===== src/fcp_pkg.sv =====
package fcp_pkg;

   localparam int NUM_CHAN      = 4;
   localparam int PRESCALE_TAPS = 11;
   localparam int NUM_CLOCKS    = 13;
   localparam int CNT_W         = 16;
   localparam int DIV_W         = 8;
   localparam int SEL_W         = 4;
   localparam int DATA_W        = 32;
   localparam int CHAN_IDX_W    = 2;

   // Clock select codes: the top prescaler tap and the two divider clocks above it
   localparam logic [SEL_W-1:0] SEL_PRE_MAX = 4'hA;
   localparam logic [SEL_W-1:0] SEL_CLK_A   = 4'hB;
   localparam logic [SEL_W-1:0] SEL_CLK_B   = 4'hC;

   // Clock generator mode word layout
   localparam int MR_DIVIDER_A_FACTOR_LSB = 0;
   localparam int MR_PRESCALE_A_SELECT_LSB = 8;
   localparam int MR_DIVIDER_B_FACTOR_LSB = 16;
   localparam int MR_PRESCALE_B_SELECT_LSB = 24;

   // Channel mode word layout
   localparam int CMR_SEL_LSB   = 0;
   localparam int CMR_ALIGN_BIT = 8;
   localparam int CMR_POL_BIT   = 9;
   localparam int CMR_UPD_BIT   = 10;

   typedef enum logic [3:0] {
      WR_NONE,
      WR_CLOCKGEN_MODE,
      WR_CHAN_MODE,
      WR_CHAN_PERIOD,
      WR_CHAN_DUTY,
      WR_CHAN_UPDATE,
      WR_CHAN_ENABLE,
      WR_CHAN_DISABLE,
      WR_IRQ_ENABLE,
      WR_IRQ_DISABLE
   } fcp_wr_kind_e;

   typedef struct packed {
      fcp_wr_kind_e            kind;
      logic [CHAN_IDX_W-1:0]   chan;
      logic [DATA_W-1:0]       data;
   } fcp_wr_s;

   typedef struct packed {
      logic [SEL_W-1:0] prescale_b_select;
      logic [DIV_W-1:0] divider_b_factor;
      logic [SEL_W-1:0] prescale_a_select;
      logic [DIV_W-1:0] divider_a_factor;
   } fcp_clockgen_s;

   typedef struct packed {
      logic             update_target;
      logic             start_polarity;
      logic             center_align_select;
      logic [SEL_W-1:0] chan_clock_select;
   } fcp_chan_mode_s;

   localparam fcp_clockgen_s  CLOCKGEN_RST  = '0;
   localparam fcp_chan_mode_s CHAN_MODE_RST = '0;
   localparam logic [CNT_W-1:0] CNT_RST     = 16'h0000;

endpackage


===== src/fcp_lin_div.sv =====
`timescale 1ns/100ps
`default_nettype none

module fcp_lin_div #(
   parameter int DIV_W = fcp_pkg::DIV_W
) (
   input  wire logic             mclk_in,
   input  wire logic             rst_b_in,
   input  wire logic             tick_in,
   input  wire logic [DIV_W-1:0] factor_in,
   output logic                  tick_out
);

   logic [DIV_W-1:0] cnt;
   wire              stopped = (factor_in == '0);
   wire              wrap    = (cnt >= DIV_W'(factor_in - 1'b1));

   // Output pulse is registered: one master cycle of latency against the source
   always_ff @(posedge mclk_in or negedge rst_b_in) begin
      if (!rst_b_in) begin
         cnt      <= '0;
         tick_out <= 1'b0;
      end else if (stopped) begin
         cnt      <= '0;
         tick_out <= 1'b0;
      end else if (tick_in) begin
         cnt      <= wrap ? '0 : DIV_W'(cnt + 1'b1);
         tick_out <= wrap;
      end else begin
         tick_out <= 1'b0;
      end
   end

endmodule

`default_nettype wire


===== src/fcp_core.sv =====
`timescale 1ns/100ps
`default_nettype none

module fcp_core #(
   parameter int NUM_CHAN = fcp_pkg::NUM_CHAN,
   parameter int CNT_W    = fcp_pkg::CNT_W
) (
   input  wire logic                              mclk_in,
   input  wire logic                              rst_b_in,
   input  wire logic                              func_clk_en_in,
   input  wire fcp_pkg::fcp_wr_s                  reg_wr_in,
   input  wire logic                              irq_status_rd_in,
   output logic [NUM_CHAN-1:0]                    chan_wave_out,
   output logic [NUM_CHAN-1:0]                    chan_enabled_out,
   output logic [NUM_CHAN-1:0]                    irq_flags_out,
   output logic [NUM_CHAN-1:0]                    irq_mask_out,
   output logic                                   irq_out,
   output fcp_pkg::fcp_clockgen_s                 clockgen_mode_out,
   output logic [NUM_CHAN-1:0][CNT_W-1:0]         chan_count_out
);

   localparam int PRE_W = fcp_pkg::PRESCALE_TAPS - 1;

   function automatic logic pick_tick(
      input logic [fcp_pkg::SEL_W-1:0]      code,
      input logic [fcp_pkg::SEL_W-1:0]      limit,
      input logic [fcp_pkg::NUM_CLOCKS-1:0] ticks
   );
      pick_tick = (code <= limit) ? ticks[code] : 1'b0;
   endfunction

   // Write decode
   wire wr_clockgen = (reg_wr_in.kind == fcp_pkg::WR_CLOCKGEN_MODE);
   wire wr_mode     = (reg_wr_in.kind == fcp_pkg::WR_CHAN_MODE);
   wire wr_period   = (reg_wr_in.kind == fcp_pkg::WR_CHAN_PERIOD);
   wire wr_duty     = (reg_wr_in.kind == fcp_pkg::WR_CHAN_DUTY);
   wire wr_update   = (reg_wr_in.kind == fcp_pkg::WR_CHAN_UPDATE);
   wire wr_enable   = (reg_wr_in.kind == fcp_pkg::WR_CHAN_ENABLE);
   wire wr_disable  = (reg_wr_in.kind == fcp_pkg::WR_CHAN_DISABLE);
   wire wr_irq_en   = (reg_wr_in.kind == fcp_pkg::WR_IRQ_ENABLE);
   wire wr_irq_dis  = (reg_wr_in.kind == fcp_pkg::WR_IRQ_DISABLE);

   wire [NUM_CHAN-1:0] wr_bits = reg_wr_in.data[NUM_CHAN-1:0];
   wire [CNT_W-1:0]    wr_word = reg_wr_in.data[CNT_W-1:0];

   // Clock generator mode register, written regardless of the functional gate
   fcp_pkg::fcp_clockgen_s next_clockgen;
   assign next_clockgen.divider_a_factor  =
      reg_wr_in.data[fcp_pkg::MR_DIVIDER_A_FACTOR_LSB +: fcp_pkg::DIV_W];
   assign next_clockgen.prescale_a_select =
      reg_wr_in.data[fcp_pkg::MR_PRESCALE_A_SELECT_LSB +: fcp_pkg::SEL_W];
   assign next_clockgen.divider_b_factor  =
      reg_wr_in.data[fcp_pkg::MR_DIVIDER_B_FACTOR_LSB +: fcp_pkg::DIV_W];
   assign next_clockgen.prescale_b_select =
      reg_wr_in.data[fcp_pkg::MR_PRESCALE_B_SELECT_LSB +: fcp_pkg::SEL_W];

   always_ff @(posedge mclk_in or negedge rst_b_in) begin
      if (!rst_b_in) begin
         clockgen_mode_out <= fcp_pkg::CLOCKGEN_RST;
      end else if (wr_clockgen) begin
         clockgen_mode_out <= next_clockgen;
      end
   end

   // Prescaler: taps are enable pulses, all held off while the clock is gated
   logic [PRE_W-1:0]              pre_cnt;
   logic [fcp_pkg::NUM_CLOCKS-1:0] clk_tick;

   always_ff @(posedge mclk_in or negedge rst_b_in) begin
      if (!rst_b_in) begin
         pre_cnt <= '0;
      end else if (func_clk_en_in) begin
         pre_cnt <= PRE_W'(pre_cnt + 1'b1);
      end
   end

   assign clk_tick[0] = func_clk_en_in;
   generate
      for (genvar k = 1; k < fcp_pkg::PRESCALE_TAPS; k++) begin : g_tap
         assign clk_tick[k] = func_clk_en_in & (&pre_cnt[k-1:0]);
      end
   endgenerate

   // Linear dividers feed the two top clock codes
   wire div_a_src = pick_tick(clockgen_mode_out.prescale_a_select,
                              fcp_pkg::SEL_PRE_MAX, clk_tick);
   wire div_b_src = pick_tick(clockgen_mode_out.prescale_b_select,
                              fcp_pkg::SEL_PRE_MAX, clk_tick);

   fcp_lin_div #(.DIV_W(fcp_pkg::DIV_W)) u_div_a (
      .mclk_in   (mclk_in),
      .rst_b_in  (rst_b_in),
      .tick_in   (div_a_src),
      .factor_in (clockgen_mode_out.divider_a_factor),
      .tick_out  (clk_tick[fcp_pkg::SEL_CLK_A])
   );

   fcp_lin_div #(.DIV_W(fcp_pkg::DIV_W)) u_div_b (
      .mclk_in   (mclk_in),
      .rst_b_in  (rst_b_in),
      .tick_in   (div_b_src),
      .factor_in (clockgen_mode_out.divider_b_factor),
      .tick_out  (clk_tick[fcp_pkg::SEL_CLK_B])
   );

   logic [NUM_CHAN-1:0] period_end;

   // Channels
   generate
      for (genvar i = 0; i < NUM_CHAN; i++) begin : g_chan
         localparam logic [fcp_pkg::CHAN_IDX_W-1:0] ID = fcp_pkg::CHAN_IDX_W'(i);

         fcp_pkg::fcp_chan_mode_s mode;
         fcp_pkg::fcp_chan_mode_s next_mode;
         logic [CNT_W-1:0]        cnt;
         logic [CNT_W-1:0]        period;
         logic [CNT_W-1:0]        duty;
         logic [CNT_W-1:0]        upd_val;
         logic                    dir_down;
         logic                    upd_pending;
         logic                    enabled;
         logic                    wave;

         wire sel      = (reg_wr_in.chan == ID);
         wire en_set   = wr_enable & wr_bits[i] & ~enabled;
         wire dis_set  = wr_disable & wr_bits[i];
         wire upd_wr   = wr_update & sel;
         wire tick     = enabled &
                         pick_tick(mode.chan_clock_select, fcp_pkg::SEL_CLK_B, clk_tick);

         wire [CNT_W:0] cnt_inc  = {1'b0, cnt} + 1'b1;
         wire           up_top   = (cnt_inc >= {1'b0, period});
         wire           at_floor = (cnt <= CNT_W'(1'b1));
         wire           center   = mode.center_align_select;
         // Left wraps after period steps; centre turns at period, ends at zero
         wire           ends     = center ? (dir_down & at_floor) |
                                            (~dir_down & period == '0)
                                          : up_top;
         wire [CNT_W-1:0] next_cnt =
            ends                  ? fcp_pkg::CNT_RST :
            (center & up_top & ~dir_down) ? period :
            dir_down              ? CNT_W'(cnt - 1'b1) :
                                    cnt_inc[CNT_W-1:0];
         wire next_dir = center & ~ends & (dir_down | up_top);

         // Start level until compare point, opposite after; full duty holds start
         wire hold_start = (duty >= period) | (cnt < duty);
         wire level      = hold_start ? mode.start_polarity : ~mode.start_polarity;
         wire next_wave  = enabled ? level : mode.start_polarity;

         assign next_mode.chan_clock_select   =
            reg_wr_in.data[fcp_pkg::CMR_SEL_LSB +: fcp_pkg::SEL_W];
         assign next_mode.center_align_select = reg_wr_in.data[fcp_pkg::CMR_ALIGN_BIT];
         assign next_mode.update_target       = reg_wr_in.data[fcp_pkg::CMR_UPD_BIT];
         assign next_mode.start_polarity      =
            enabled ? mode.start_polarity : reg_wr_in.data[fcp_pkg::CMR_POL_BIT];

         wire load_now   = tick & ends & upd_pending;
         wire direct_upd = upd_wr & ~enabled;

         always_ff @(posedge mclk_in or negedge rst_b_in) begin
            if (!rst_b_in) begin
               mode        <= fcp_pkg::CHAN_MODE_RST;
               period      <= fcp_pkg::CNT_RST;
               duty        <= fcp_pkg::CNT_RST;
               upd_val     <= fcp_pkg::CNT_RST;
               upd_pending <= 1'b0;
            end else begin
               if (wr_mode & sel) begin
                  mode <= next_mode;
               end
               if ((wr_period & sel & ~enabled) |
                   (direct_upd & ~mode.update_target)) begin
                  period <= wr_word;
               end else if (load_now & ~mode.update_target) begin
                  period <= upd_val;
               end
               if ((wr_duty & sel & ~enabled) |
                   (direct_upd & mode.update_target)) begin
                  duty <= wr_word;
               end else if (load_now & mode.update_target) begin
                  duty <= upd_val;
               end
               if (upd_wr & enabled) begin
                  upd_val <= wr_word;
               end
               upd_pending <= (upd_wr & enabled) | (upd_pending & ~load_now & enabled);
            end
         end

         always_ff @(posedge mclk_in or negedge rst_b_in) begin
            if (!rst_b_in) begin
               enabled  <= 1'b0;
               cnt      <= fcp_pkg::CNT_RST;
               dir_down <= 1'b0;
               wave     <= 1'b0;
            end else begin
               wave <= next_wave;
               if (dis_set) begin
                  enabled  <= 1'b0;
                  cnt      <= fcp_pkg::CNT_RST;
                  dir_down <= 1'b0;
               end else if (en_set) begin
                  enabled  <= 1'b1;
                  cnt      <= fcp_pkg::CNT_RST;
                  dir_down <= 1'b0;
               end else if (tick) begin
                  cnt      <= next_cnt;
                  dir_down <= next_dir;
               end
            end
         end

         assign period_end[i]       = tick & ends;
         assign chan_wave_out[i]    = wave;
         assign chan_enabled_out[i] = enabled;
         assign chan_count_out[i]   = cnt;
      end
   endgenerate

   // Event flags: a new event wins over a clearing read in the same cycle
   wire [NUM_CHAN-1:0] next_flags =
      (irq_flags_out & ~{NUM_CHAN{irq_status_rd_in}}) | period_end;
   wire [NUM_CHAN-1:0] next_mask =
      wr_irq_en  ? (irq_mask_out | wr_bits) :
      wr_irq_dis ? (irq_mask_out & ~wr_bits) : irq_mask_out;

   always_ff @(posedge mclk_in or negedge rst_b_in) begin
      if (!rst_b_in) begin
         irq_flags_out <= '0;
         irq_mask_out  <= '0;
         irq_out       <= 1'b0;
      end else begin
         irq_flags_out <= next_flags;
         irq_mask_out  <= next_mask;
         irq_out       <= |(next_flags & next_mask);
      end
   end

endmodule

`default_nettype wire


===== config.mk =====
export PLATFORM = sky130hd
export DESIGN_NAME = fcp_core
export DESIGN_NICKNAME = d
export VERILOG_FILES = /design/src/fcp_pkg.sv /design/src/fcp_lin_div.sv /design/src/fcp_core.sv
export SDC_FILE = /design/constraint.sdc
export NUM_CORES = 1
export LEC_CHECK = 0
export BUFFER_PORTS_ARGS = -buffer_cell sky130_fd_sc_hd__clkbuf_2
export CAP_MARGIN = 20
export CORE_ASPECT_RATIO = 1.1
export CORE_MARGIN = 2
export CORE_UTILIZATION = 53
export DETAILED_ROUTE_END_ITERATION = 10
export PLACE_DENSITY = 0.71
export SKIP_LAST_GASP = 1
export SLEW_MARGIN = 20
export SYNTH_ARGS = -nofsm -noshare
export SYNTH_HDL_FRONTEND = slang
export SYNTH_SLANG_ARGS = --single-unit

===== constraint.sdc =====
create_clock -name mclk_in -period 13.1 [get_ports mclk_in]
set_input_delay 2.62 -clock mclk_in [delete_from_list [all_inputs] [get_ports mclk_in]]
set_output_delay 2.62 -clock mclk_in [all_outputs]
set_load 0.01 [all_outputs]

* Yosys cells after proc, flatten, opt, wreduce, memory -nomap -nowiden
Index checks and enable logic that the tools add are counted.
** Operators by class
- $add $sub $neg :: 13
- $lt $le $gt $ge :: 30
- Equal/unequal tests :: 12
- Muxes and demuxes :: 102
- Bitwise operators :: 169
- Reductions and logical operators :: 39
** Operators with widths (count)
- $mux W16 :: 40
- $and A1 B1 Y1 :: 114
- $add A16 B1 Y17 const B :: 4
- $ge A17 B16 Y1 :: 4
- $ge A16 B16 Y1 :: 4
- $le A16 B1 Y1 const B :: 4
- $logic_not A16 Y1 :: 4
- $lt A16 B16 Y1 :: 4
- $sub A16 B1 Y16 const B :: 4
- $mux W1 :: 48
- $mux W8 :: 6
- $lt A4 B5 Y1 const B :: 6
- $reduce_bool A2 Y1 :: 14
- $bmux W1 S4 :: 6
- $le A4 B4 Y1 const B :: 6
- $not A1 Y1 :: 24
- $or A1 B1 Y1 :: 24
- $add A8 B1 Y8 const B :: 2
- $eq A4 B3 Y1 const B :: 4
- $ge A8 B8 Y1 :: 2
- $logic_not A8 Y1 :: 2
- $sub A8 B1 Y8 const B :: 2
- $and A4 B4 Y4 :: 3
- $reduce_bool A3 Y1 :: 4
- other kinds (20) :: 30
** Word-level totals
- Register bits after elaboration :: 361
- Input bits :: 42
- Logic and storage cells :: 425

* Depth between registers and ports, before layout
Gate-level depths: netlist of the first run.
- Word-level depth :: 12
- Gate-level depth with buffers :: 19
- Gate-level depth less buffers :: 15

* Cells and area by module
A second synthesis of the first run with hierarchy kept.
** Unflattened totals
- Cell total of the unflattened synthesis :: 2675
- Area total of the unflattened synthesis :: 24950.2 µm²
** By module, submodules not included
- fcp_core :: times used 1, cells each 2506, area each 23343.6 µm²
- fcp_lin_div at u_div_a :: times used 1, cells each 87, area each 812.0 µm²
- fcp_lin_div at u_div_b :: times used 1, cells each 82, area each 794.5 µm²

* Worst setup path after synthesis of the first run
No wires, ideal clock.
- Path type :: input to register
- Start :: input port func_clk_en_in
- End :: register g_chan[0].cnt[3]
- Library setup time :: 78 ps
- Arrival time :: 4894 ps
- Slack :: 8127 ps
- Stages on the path :: 11
- Path buffers :: 3
- Path through :: buf_2 nand2_1 a2111oi_0 nor4_1 or4_1 a311o_1 buf_2 nand2b_4 buf_6 o31ai_1 o2bb2ai_1
** On the way
- Longest elaborated chain between the ends :: 6
** RTL lines
- start, declared :: RTL line fcp_core.sv:10 : input wire logic func_clk_en_in,
- $and A1 B1 Y1 :: RTL line fcp_core.sv:80 : assign clk_tick[k] = func_clk_en_in & (&pre_cnt[k-1:0]);
- $bmux W1 S4 * :: RTL line fcp_core.sv:29 : pick_tick = (code <= limit) ? ticks[code] : 1'b0;
- $mux W1 (implied by the code) * :: RTL line fcp_core.sv:29
- $mux W1 * :: RTL line fcp_core.sv:29
- $and A1 B1 Y1 * :: RTL line fcp_core.sv:128 : wire tick = enabled &
- $reduce_bool A3 Y1 (no source line) *
- end signal, assigned :: RTL line fcp_core.sv:194 : cnt <= fcp_pkg::CNT_RST;
- end signal, assigned :: RTL line fcp_core.sv:201 : cnt <= fcp_pkg::CNT_RST;
- end signal, assigned :: RTL line fcp_core.sv:205 : cnt <= fcp_pkg::CNT_RST;
- end, declared :: RTL line fcp_core.sv:115 : logic [CNT_W-1:0] cnt;
Mark *: on every way between the ends. The rest lies on a longest branch, timed or not. The select of a mux whose other input is x is not followed.
A chain may end at the register's enable or synchronous reset.

* Worst setup path in the final report of the first run
- Start :: input port func_clk_en_in
- End :: register g_chan[2].cnt[6]
** On the way
- Longest elaborated chain between the ends :: 6
** RTL lines (RTL line)
- $and A1 B1 Y1 :: fcp_core.sv:80
- $bmux W1 S4 * :: fcp_core.sv:29
- $mux W1 (implied by the code) * :: fcp_core.sv:29
- $mux W1 * :: fcp_core.sv:29
- $and A1 B1 Y1 * :: fcp_core.sv:128
- $reduce_bool A3 Y1 (no source line) *
- end signal, assigned :: fcp_core.sv:194
- end signal, assigned :: fcp_core.sv:201
- end signal, assigned :: fcp_core.sv:205
- end, declared :: fcp_core.sv:115
Marks and branches as above.

==> results.rst, run 1 <==
.. list-table::
   :header-rows: 1

   * - Metric
     - Value
   * - # rows
     - 82
   * - DP Wirelength
     - 50010 um
   * - Nature of the critical path endpoint
     - flip-flop
   * - Most used cells in the layout excluding fill and tap cells
     - dfrtp_1, ha_1, nand2_1, inv_1, nor2_1
   * - DRC violation count after routing
     - 0
   * - Critical path startpoint category
     - primary input
   * - Portion of total power attributed to sequential cells
     - 37.8%
   * - Total via count after detailed routing
     - 21330
   * - Reg-to-reg slack, setup
     - 7.90 ns
   * - Antenna viol nets, final
     - 0
   * - GR Util All Layers
     - 29.44%
   * - Worst path required time
     - 13.59 ns
   * - Total Routed Length
     - 69770 um
   * - RePlAce Congestion
     - 0.9613
   * - Type of the setup path with the least slack
     - primary input to flip-flop
   * - Metal1 wirelength
     - 29870 um
   * - Endpoint of the most critical setup path
     - g_chan[2].cnt[6]$_DFFE_PN0P_
   * - Clock transition at the register clock pins on the worst setup and hold paths after CTS
     - 0.06 ns
   * - Number of vias per cell after detailed routing
     - 6.337
   * - Worst skew pair latency
     - 0.58 ns
   * - Register cell area after layout
     - 9034 um2
   * - Post-Place Worst Slack
     - 7.061 ns
   * - Final-report max-slew violation count
     - 0
   * - Maximum number of pins on one net before global-route repair
     - 120
   * - Final-report hold violation count
     - 0
   * - Run status
     - complete, no violations
   * - Core Region
     - 45450 um2
   * - Top routing layer in use
     - met5
   * - Portion of total power attributed to combinational logic
     - 32.3%
   * - Seq cells post-synth
     - 361
   * - Cell-internal power
     - 2746 uW
   * - Worst max-slew margin expressed relative to the limit
     - 31.28%
   * - Vertical die dimension
     - 228.5 um
   * - Startpoint of the most critical register-to-register path
     - g_chan[2].cnt[2]$_DFFE_PN0P_
   * - CP max-delay cell
     - nor2b_1
   * - Proportion of register bits with asynchronous set or reset after synthesis
     - 100.0%
   * - Switching share of power
     - 37.19%
   * - Most instantiated flip-flop cell in the synthesis netlist
     - dfrtp_1
   * - Critical register-to-register path endpoint
     - g_chan[2].duty[0]$_DFFE_PN0P_
   * - Final global-route overflow total
     - 0
   * - Synth Net Count
     - 2962
   * - Count of cells along the worst register-to-register path
     - 12
   * - Classification of the worst-slack hold path
     - flip-flop to flip-flop
   * - Syn Area/Cell
     - 9.009 um2
   * - Setup crit start
     - func_clk_en_in
   * - Number of DRC violations after detailed-routing iteration 0
     - 2027
   * - Fraction of layout cells with a size suffix above 1
     - 13.95%
   * - First-pass iteration count of the detailed router
     - 6
   * - Detail Route met3 WL
     - 5126 um
   * - Initial antenna violation count
     - 4
   * - Filler instances
     - 3939
   * - Final cell utilization of the core
     - 59.00%
   * - Endpoint arrival time on the critical path
     - 6.08 ns
   * - Period Utilization, post-route
     - 42.66%
   * - Final Instance Area
     - 26820 um2
   * - RSZ-0062 raised after global routing
     - no
   * - Highest cell delay on the worst timing path
     - 0.66 ns
   * - Wire length on met2
     - 32270 um
   * - IR Drop Worst-Case VDD
     - 0.09788 mV
   * - Placed instance area
     - 25280 um2
   * - Ordered list of cells on the worst path
     - clkbuf_2 > nand2_1 > nor4_1 > a21oi_1 > a21oi_1 > buf_4 > nor2b_1 > nand2_1 > o41ai_1 > o2bb2ai_1
   * - Area enclosed by the die boundary
     - 47560 um2
   * - Worst clock skew
     - 0.01333 ns
   * - Worst path depth
     - 10
   * - Worst path bufs/invs
     - 2
   * - Worst-Margin Slew
     - 1.021 ns
   * - CTS max path bufs
     - 3
   * - Number of buffers added for setup after CTS
     - 0
   * - Power density relative to cell area
     - 163.0 nW/um2
   * - Final routed wire length divided by cell count
     - 20.73 um
   * - Highest clock frequency the design can meet
     - 178.9 MHz
   * - Number of clock sinks seen by CTS
     - 361
   * - Min Clock Period, post-route
     - 5.589 ns
   * - TritonCTS clock tree
     - built
   * - Final-stage net count
     - 3011
   * - P&R area growth vs syn
     - 10.42%
   * - Hold Path Origin
     - pre_cnt[9]$_DFFE_PN0P_
   * - Least setup slack across all paths after layout
     - 7.511 ns
   * - Via count of the first global-routing pass
     - 21040
   * - Count of maximum capacitance violations
     - 0
   * - Largest driver fanout on the critical path
     - 19
   * - Total net switching power
     - 1626 uW
   * - Number of hold buffers added after CTS
     - 0
   * - Number of warnings issued by yosys
     - 0
   * - Most common library cell in the layout ignoring fill and taps
     - dfrtp_1
   * - Unique masters post-synth
     - 87
   * - Post-synthesis cell count
     - 2696
   * - Register area share after synthesis
     - 37.19%
   * - Cell area after synthesis
     - 24290 um2
   * - Clock Power Share
     - 29.9%
   * - Top cell family by delay on the critical path
     - simple AND/OR/NAND/NOR gates
   * - Width of the die
     - 208.1 um
   * - Port Buffer Count
     - 142
   * - Number of buffers created by CTS
     - 42
   * - Io pins
     - 147
   * - Wire length of the first global-routing pass
     - 113100 um
   * - Root cell of the clock tree
     - clkbuf_16
   * - Static Leak
     - 0.01313 uW
   * - Area of combinational cells with multiple inputs
     - 13840 um2
   * - Final setup viols
     - 0
   * - Starting density of the core
     - 53.44%
   * - H-Tree Depth
     - 2
   * - Number of synthesized flops with an enable pin
     - 0
   * - Post-cts repair resize count
     - 0
   * - Total negative setup slack
     - 0 ns
cells in the mapped netlist, types with 12 or more instances:
master | instances | area share (%)
dfrtp_1 | 361 | 37
ha_1 | 224 | 12
nand2_1 | 219 | 3.4
inv_1 | 199 | 3.1
nor2_1 | 179 | 2.8
o21ai_0 | 166 | 3.4
a21oi_1 | 162 | 3.3
clkbuf_1 | 131 | 2.0
mux2_2 | 119 | 5.5
a31oi_1 | 88 | 2.3
o22ai_1 | 83 | 2.1
nand3_1 | 64 | 1.3
xnor2_1 | 60 | 2.2
a21o_1 | 51 | 1.6
nor3_1 | 45 | 0.93
mux2i_1 | 41 | 1.7
nand4_1 | 38 | 0.98
nor4_1 | 34 | 0.88
o211ai_1 | 31 | 0.96
and3_1 | 28 | 0.72
nand2b_1 | 27 | 0.70
xor2_1 | 27 | 0.97
nor2b_1 | 21 | 0.54
or3_1 | 21 | 0.54
a211oi_1 | 19 | 0.59
buf_2 | 14 | 0.29
a2111oi_0 | 13 | 0.47
o2bb2ai_1 | 13 | 0.47
o21ai_1 | 12 | 0.25
kinds of logic after synthesis:
group           after synthesis  synth area share [%]
compound gates              758                 19.87
xor+xnor                     87                 3.137
fa+ha+maj                   224                 11.54
buf+inv                     361                 5.950
flops                       361                 37.19
mux                         160                 7.207
simple gates                745                 15.10
how the worst min path moves through the flow:
stage	end	slack [ns]	depth (start not counted)
6_report	pre_cnt[9]$_DFFE_PN0P_	0.48	1
3_3_place_gp	pre_cnt[9]$_DFFE_PN0P_	0.46	1
5_1_grt	pre_cnt[9]$_DFFE_PN0P_	0.50	1
4_1_cts	pre_cnt[9]$_DFFE_PN0P_	0.48	1
3_5_place_dp	pre_cnt[9]$_DFFE_PN0P_	0.47	1
2_1_floorplan	g_chan[0].wave$_DFF_PN0_	0.44	1
metrics by stage:
| stage | cells | hold WS, ns | total power, uW |
|---|---|---|---|
| finish | 3365 | 0.4760 | 4371 |
| global route | 3363 | 0.4994 | 4664 |
| CTS | 3362 | 0.4782 | 4378 |
| detailed placement | 3289 | 0.4655 | 3055 |
| global placement | 3287 | 0.4598 | 2986 |
| floorplan | 2696 | 0.4362 | 2588 |
area by class of cell:
class / instances / share of cell area [%]
clock inverter: 16 / 1.082
antenna: 3 / 0.02799
multi-input combinational: 1974 / 51.62
clock buffer: 57 / 4.591
timing repair buffer: 166 / 3.448
tap: 588 / 2.743
sequential: 361 / 33.68
inverter: 200 / 2.799
power by group through the flow:
stage / Clock (uW) / Combinational (uW) / Sequential (uW)
after floorplan: 0 / 1040 / 1550
after global placement: 0 / 1330 / 1650
after detailed placement: 0 / 1390 / 1660
after CTS: 1330 / 1410 / 1650
after global routing: 1370 / 1610 / 1690
final: 1310 / 1410 / 1650
flip-flops by register name (all words and copies together) (netlist names), 8 cells and up:
| name | cells |
|---|---|
| g_chan.cnt | 64 |
| g_chan.duty | 64 |
| g_chan.period | 64 |
| g_chan.upd_val | 64 |
| clockgen_mode_out | 24 |
| g_chan.mode | 24 |
| pre_cnt | 10 |
| u_div_a.cnt | 8 |
| u_div_b.cnt | 8 |
metal layers:
| metal | global-route usage (%) | vias to the layer above |
|---|---|---|
| met1 | 39.19 | 10470 |
| met4 | 11.65 | 2 |
| met2 | 47.51 | 771 |
| met3 | 5.606 | 151 |
| li1 | - | 9932 |
| met5 | 0 | - |
Power figures use the tool's default switching activity.
==> run 2, diff against run 1 <==
--- a/config.mk
+++ b/config.mk
@@ -11,7 +11,7 @@
 export CORE_MARGIN = 2
 export CORE_UTILIZATION = 53
 export DETAILED_ROUTE_END_ITERATION = 10
-export PLACE_DENSITY = 0.71
+export PLACE_DENSITY = 0.74
 export SKIP_LAST_GASP = 1
 export SLEW_MARGIN = 20
 export SYNTH_ARGS = -nofsm -noshare
==> constraint.sdc (replaced) <==
create_clock -name mclk_in -period 4.56 [get_ports mclk_in]
set_input_delay 0.912 -clock mclk_in [delete_from_list [all_inputs] [get_ports mclk_in]]
set_output_delay 0.912 -clock mclk_in [all_outputs]
set_load 0.01 [all_outputs]
==> run 2 against run 1 <==
Against the previous run:
- sequential power grew to 2.8 times the previous value
- via count increased by 1.0%
- total power grew to 2.8 times the previous value
- combinational power grew to 3.0 times the previous value
- clock power grew to 2.6 times the previous value
- die area stayed put
- clock skew decreased by 0.0062 ns
- critical path depth increased by 5
- final area increased by 1.2%
- worst hold slack worse by 0.13 ns
- flip-flop and latch count is the same
- global-route usage grew 0.27 points
- largest power group unchanged
==> results.rst, run 2 (synthesis gave the netlist of run 1 again) <==
.. list-table::
   :header-rows: 1

   * - Metric
     - Value
   * - Worst path bufs/invs
     - 1
   * - First-pass iteration count of the detailed router
     - 6
   * - Count of maximum capacitance violations
     - 0
   * - Placed instance area
     - 25740 um2
   * - IR Drop Worst-Case VDD
     - 0.2421 mV
   * - Number of buffers created by CTS
     - 41
   * - Period Utilization, post-route
     - 94.68%
   * - Number of vias per cell after detailed routing
     - 6.292
   * - Core Region
     - 45450 um2
   * - Area enclosed by the die boundary
     - 47560 um2
   * - Top cell family by delay on the critical path
     - simple AND/OR/NAND/NOR gates
   * - Highest clock frequency the design can meet
     - 231.6 MHz
   * - Worst-Margin Slew
     - 1.037 ns
   * - RSZ-0062 raised after global routing
     - no
   * - Final cell count without fillers
     - 3423
   * - Number of buffers added for setup after CTS
     - 0
   * - Endpoint arrival time on the critical path
     - 4.79 ns
   * - RePlAce Congestion
     - 0.9884
   * - Maximum number of pins on one net before global-route repair
     - 108
   * - Fraction of layout cells with a size suffix above 1
     - 15.71%
   * - Total via count after detailed routing
     - 21540
   * - Run status
     - complete, no violations
   * - Largest driver fanout on the critical path
     - 16
   * - Worst clock skew
     - 0.007146 ns
   * - Number of DRC violations after detailed-routing iteration 0
     - 1978
   * - Clock transition at the register clock pins on the worst setup and hold paths after CTS
     - 0.06 ns
   * - DRC violation count after routing
     - 0
   * - Setup crit start
     - g_chan[1].cnt[1]$_DFFE_PN0P_
   * - Number of clock sinks seen by CTS
     - 361
   * - Final global-route overflow total
     - 0
   * - Total negative setup slack
     - 0 ns
   * - Placed Instances
     - 3348
   * - Worst path required time
     - 5.03 ns
   * - Min Clock Period, post-route
     - 4.318 ns
   * - Nature of the critical path endpoint
     - flip-flop
   * - Vertical die dimension
     - 228.5 um
   * - Highest cell delay on the worst timing path
     - 0.56 ns
   * - Wire length of the first global-routing pass
     - 114100 um
   * - Width of the die
     - 208.1 um
   * - Port Buffer Count
     - 142
   * - Final routed wire length divided by cell count
     - 20.63 um
   * - Most common library cell in the layout ignoring fill and taps
     - dfrtp_1
   * - Worst max-slew margin expressed relative to the limit
     - 29.88%
   * - Static Leak
     - 0.01333 uW
   * - Starting density of the core
     - 53.44%
   * - Io pins
     - 147
   * - Antenna viol nets, final
     - 0
   * - Worst hold-check slack
     - 0.3469 ns
   * - Power density relative to cell area
     - 454.7 nW/um2
   * - GR Util All Layers
     - 29.71%
   * - P&R area growth vs syn
     - 11.72%
   * - Most used cells in the layout excluding fill and tap cells
     - dfrtp_1, ha_1, nand2_1, inv_1, nor2_1
   * - DP Wirelength
     - 51500 um
   * - Final setup viols
     - 0
   * - Critical path startpoint category
     - flip-flop
   * - H-Tree Depth
     - 2
   * - Via count of the first global-routing pass
     - 21270
   * - Initial antenna violation count
     - 4
   * - Worst skew pair latency
     - 0.56 ns
   * - Type of the setup path with the least slack
     - flip-flop to flip-flop
   * - # rows
     - 82
   * - Final-stage net count
     - 3069
   * - Ordered list of cells on the worst path
     - ha_1 > nand4_1 > nor3_1 > buf_4 > nand3_1 > nor2_1 > xor2_1 > ha_1 > a21o_1 > a21o_1 > or3_1 > o21ba_2 > or4b_1 > nand2_1 > a31oi_1
   * - Classification of the worst-slack hold path
     - primary input to async pin
   * - CTS max path bufs
     - 3
   * - CP max-delay cell
     - or4b_1
   * - Total Routed Length
     - 70600 um
   * - Startpoint of the most critical register-to-register path
     - g_chan[1].cnt[1]$_DFFE_PN0P_
   * - TritonCTS clock tree
     - built
   * - Final Instance Area
     - 27130 um2
   * - Root cell of the clock tree
     - clkbuf_16
   * - Final-report max-slew violation count
     - 0
   * - Final-report hold violation count
     - 0
[run 2: cell count changes in the layout (fill, tap and decap cells not counted), moves of 3 or more]
cell,before,now
buf_4,21,79
clkbuf_16,45,41
buf_12,1,4
bufinv_16,8,5
clkinvlp_4,1,6
[run 2: through the flow]
step                      power [uW]  utilization [%]  setup slack [ns]
final                          12340            59.70            0.2425
after global routing           13140            59.69          0.004056
after CTS                      12340            59.65            0.2671
after detailed placement        8887            56.63            0.3258
after global placement          8665            56.63            0.3989
after floorplan                 7435                -            0.2536
[run 2: final timing paths]
check | to | slack, ns | cells after the start
setup / recovery | g_chan[1].period[12]$_DFFE_PN0P_ | 0.24 | 15
hold / removal | g_chan[1].cnt[4]$_DFFE_PN0P_ | 0.35 | 1
setup reg to reg | g_chan[1].period[12]$_DFFE_PN0P_ | 0.24 | 15
hold reg to reg | pre_cnt[9]$_DFFE_PN0P_ | 0.49 | 1
max in group asynchronous | g_chan[2].upd_val[2]$_DFFE_PN0P_ | 3.13 | 2
min in group mclk_in | pre_cnt[9]$_DFFE_PN0P_ | 0.49 | 1
[run 2: power by group]
group	total [uW]	switching (uW)	internal, uW	leakage [uW]
Clock	3430	1390	2040	0.000659
Combinational	4260	2450	1810	0.00817
Sequential	4650	832	3820	0.00451
[run 2: final cells by class]
type                       count  area, um2
tap                          588      735.7
timing repair buffer         225       1394
clock buffer                  53       1131
clock inverter                19      242.7
inverter                     200      750.7
antenna                        3      7.507
multi-input combinational   1974      13840
sequential                   361       9034
fill                        3859      18320
[run 2: worst reg2reg max path: cells and delay by family (launching register included)]
kind                       cells  cell delay (ns)
adders and majority gates      2             0.58
xor gates and xnor gates       1             0.21
and+or+nand+nor                7             1.80
DFF                            1             0.51
AOI/OAI and AO/OA              4             0.94
buffers and inverters          1             0.17
[run 2: routing by layer]
layer	wire, um	up-vias	global-route usage (%)
met5	27	-	0
met3	4749	164	4.864
met4	2731	4	12.68
li1	-	10040	-
met1	29610	10540	38.73
met2	33480	796	49.07
[run 2: repair_timing]
| action | 4_1_cts | 5_1_grt |
|---|---|---|
| endpoints found under the setup margin | 0 | 38 |
| gates resized for setup | 0 | 4 |
| endpoints found under the hold margin | 0 | 0 |
| hold buffers | 0 | 0 |
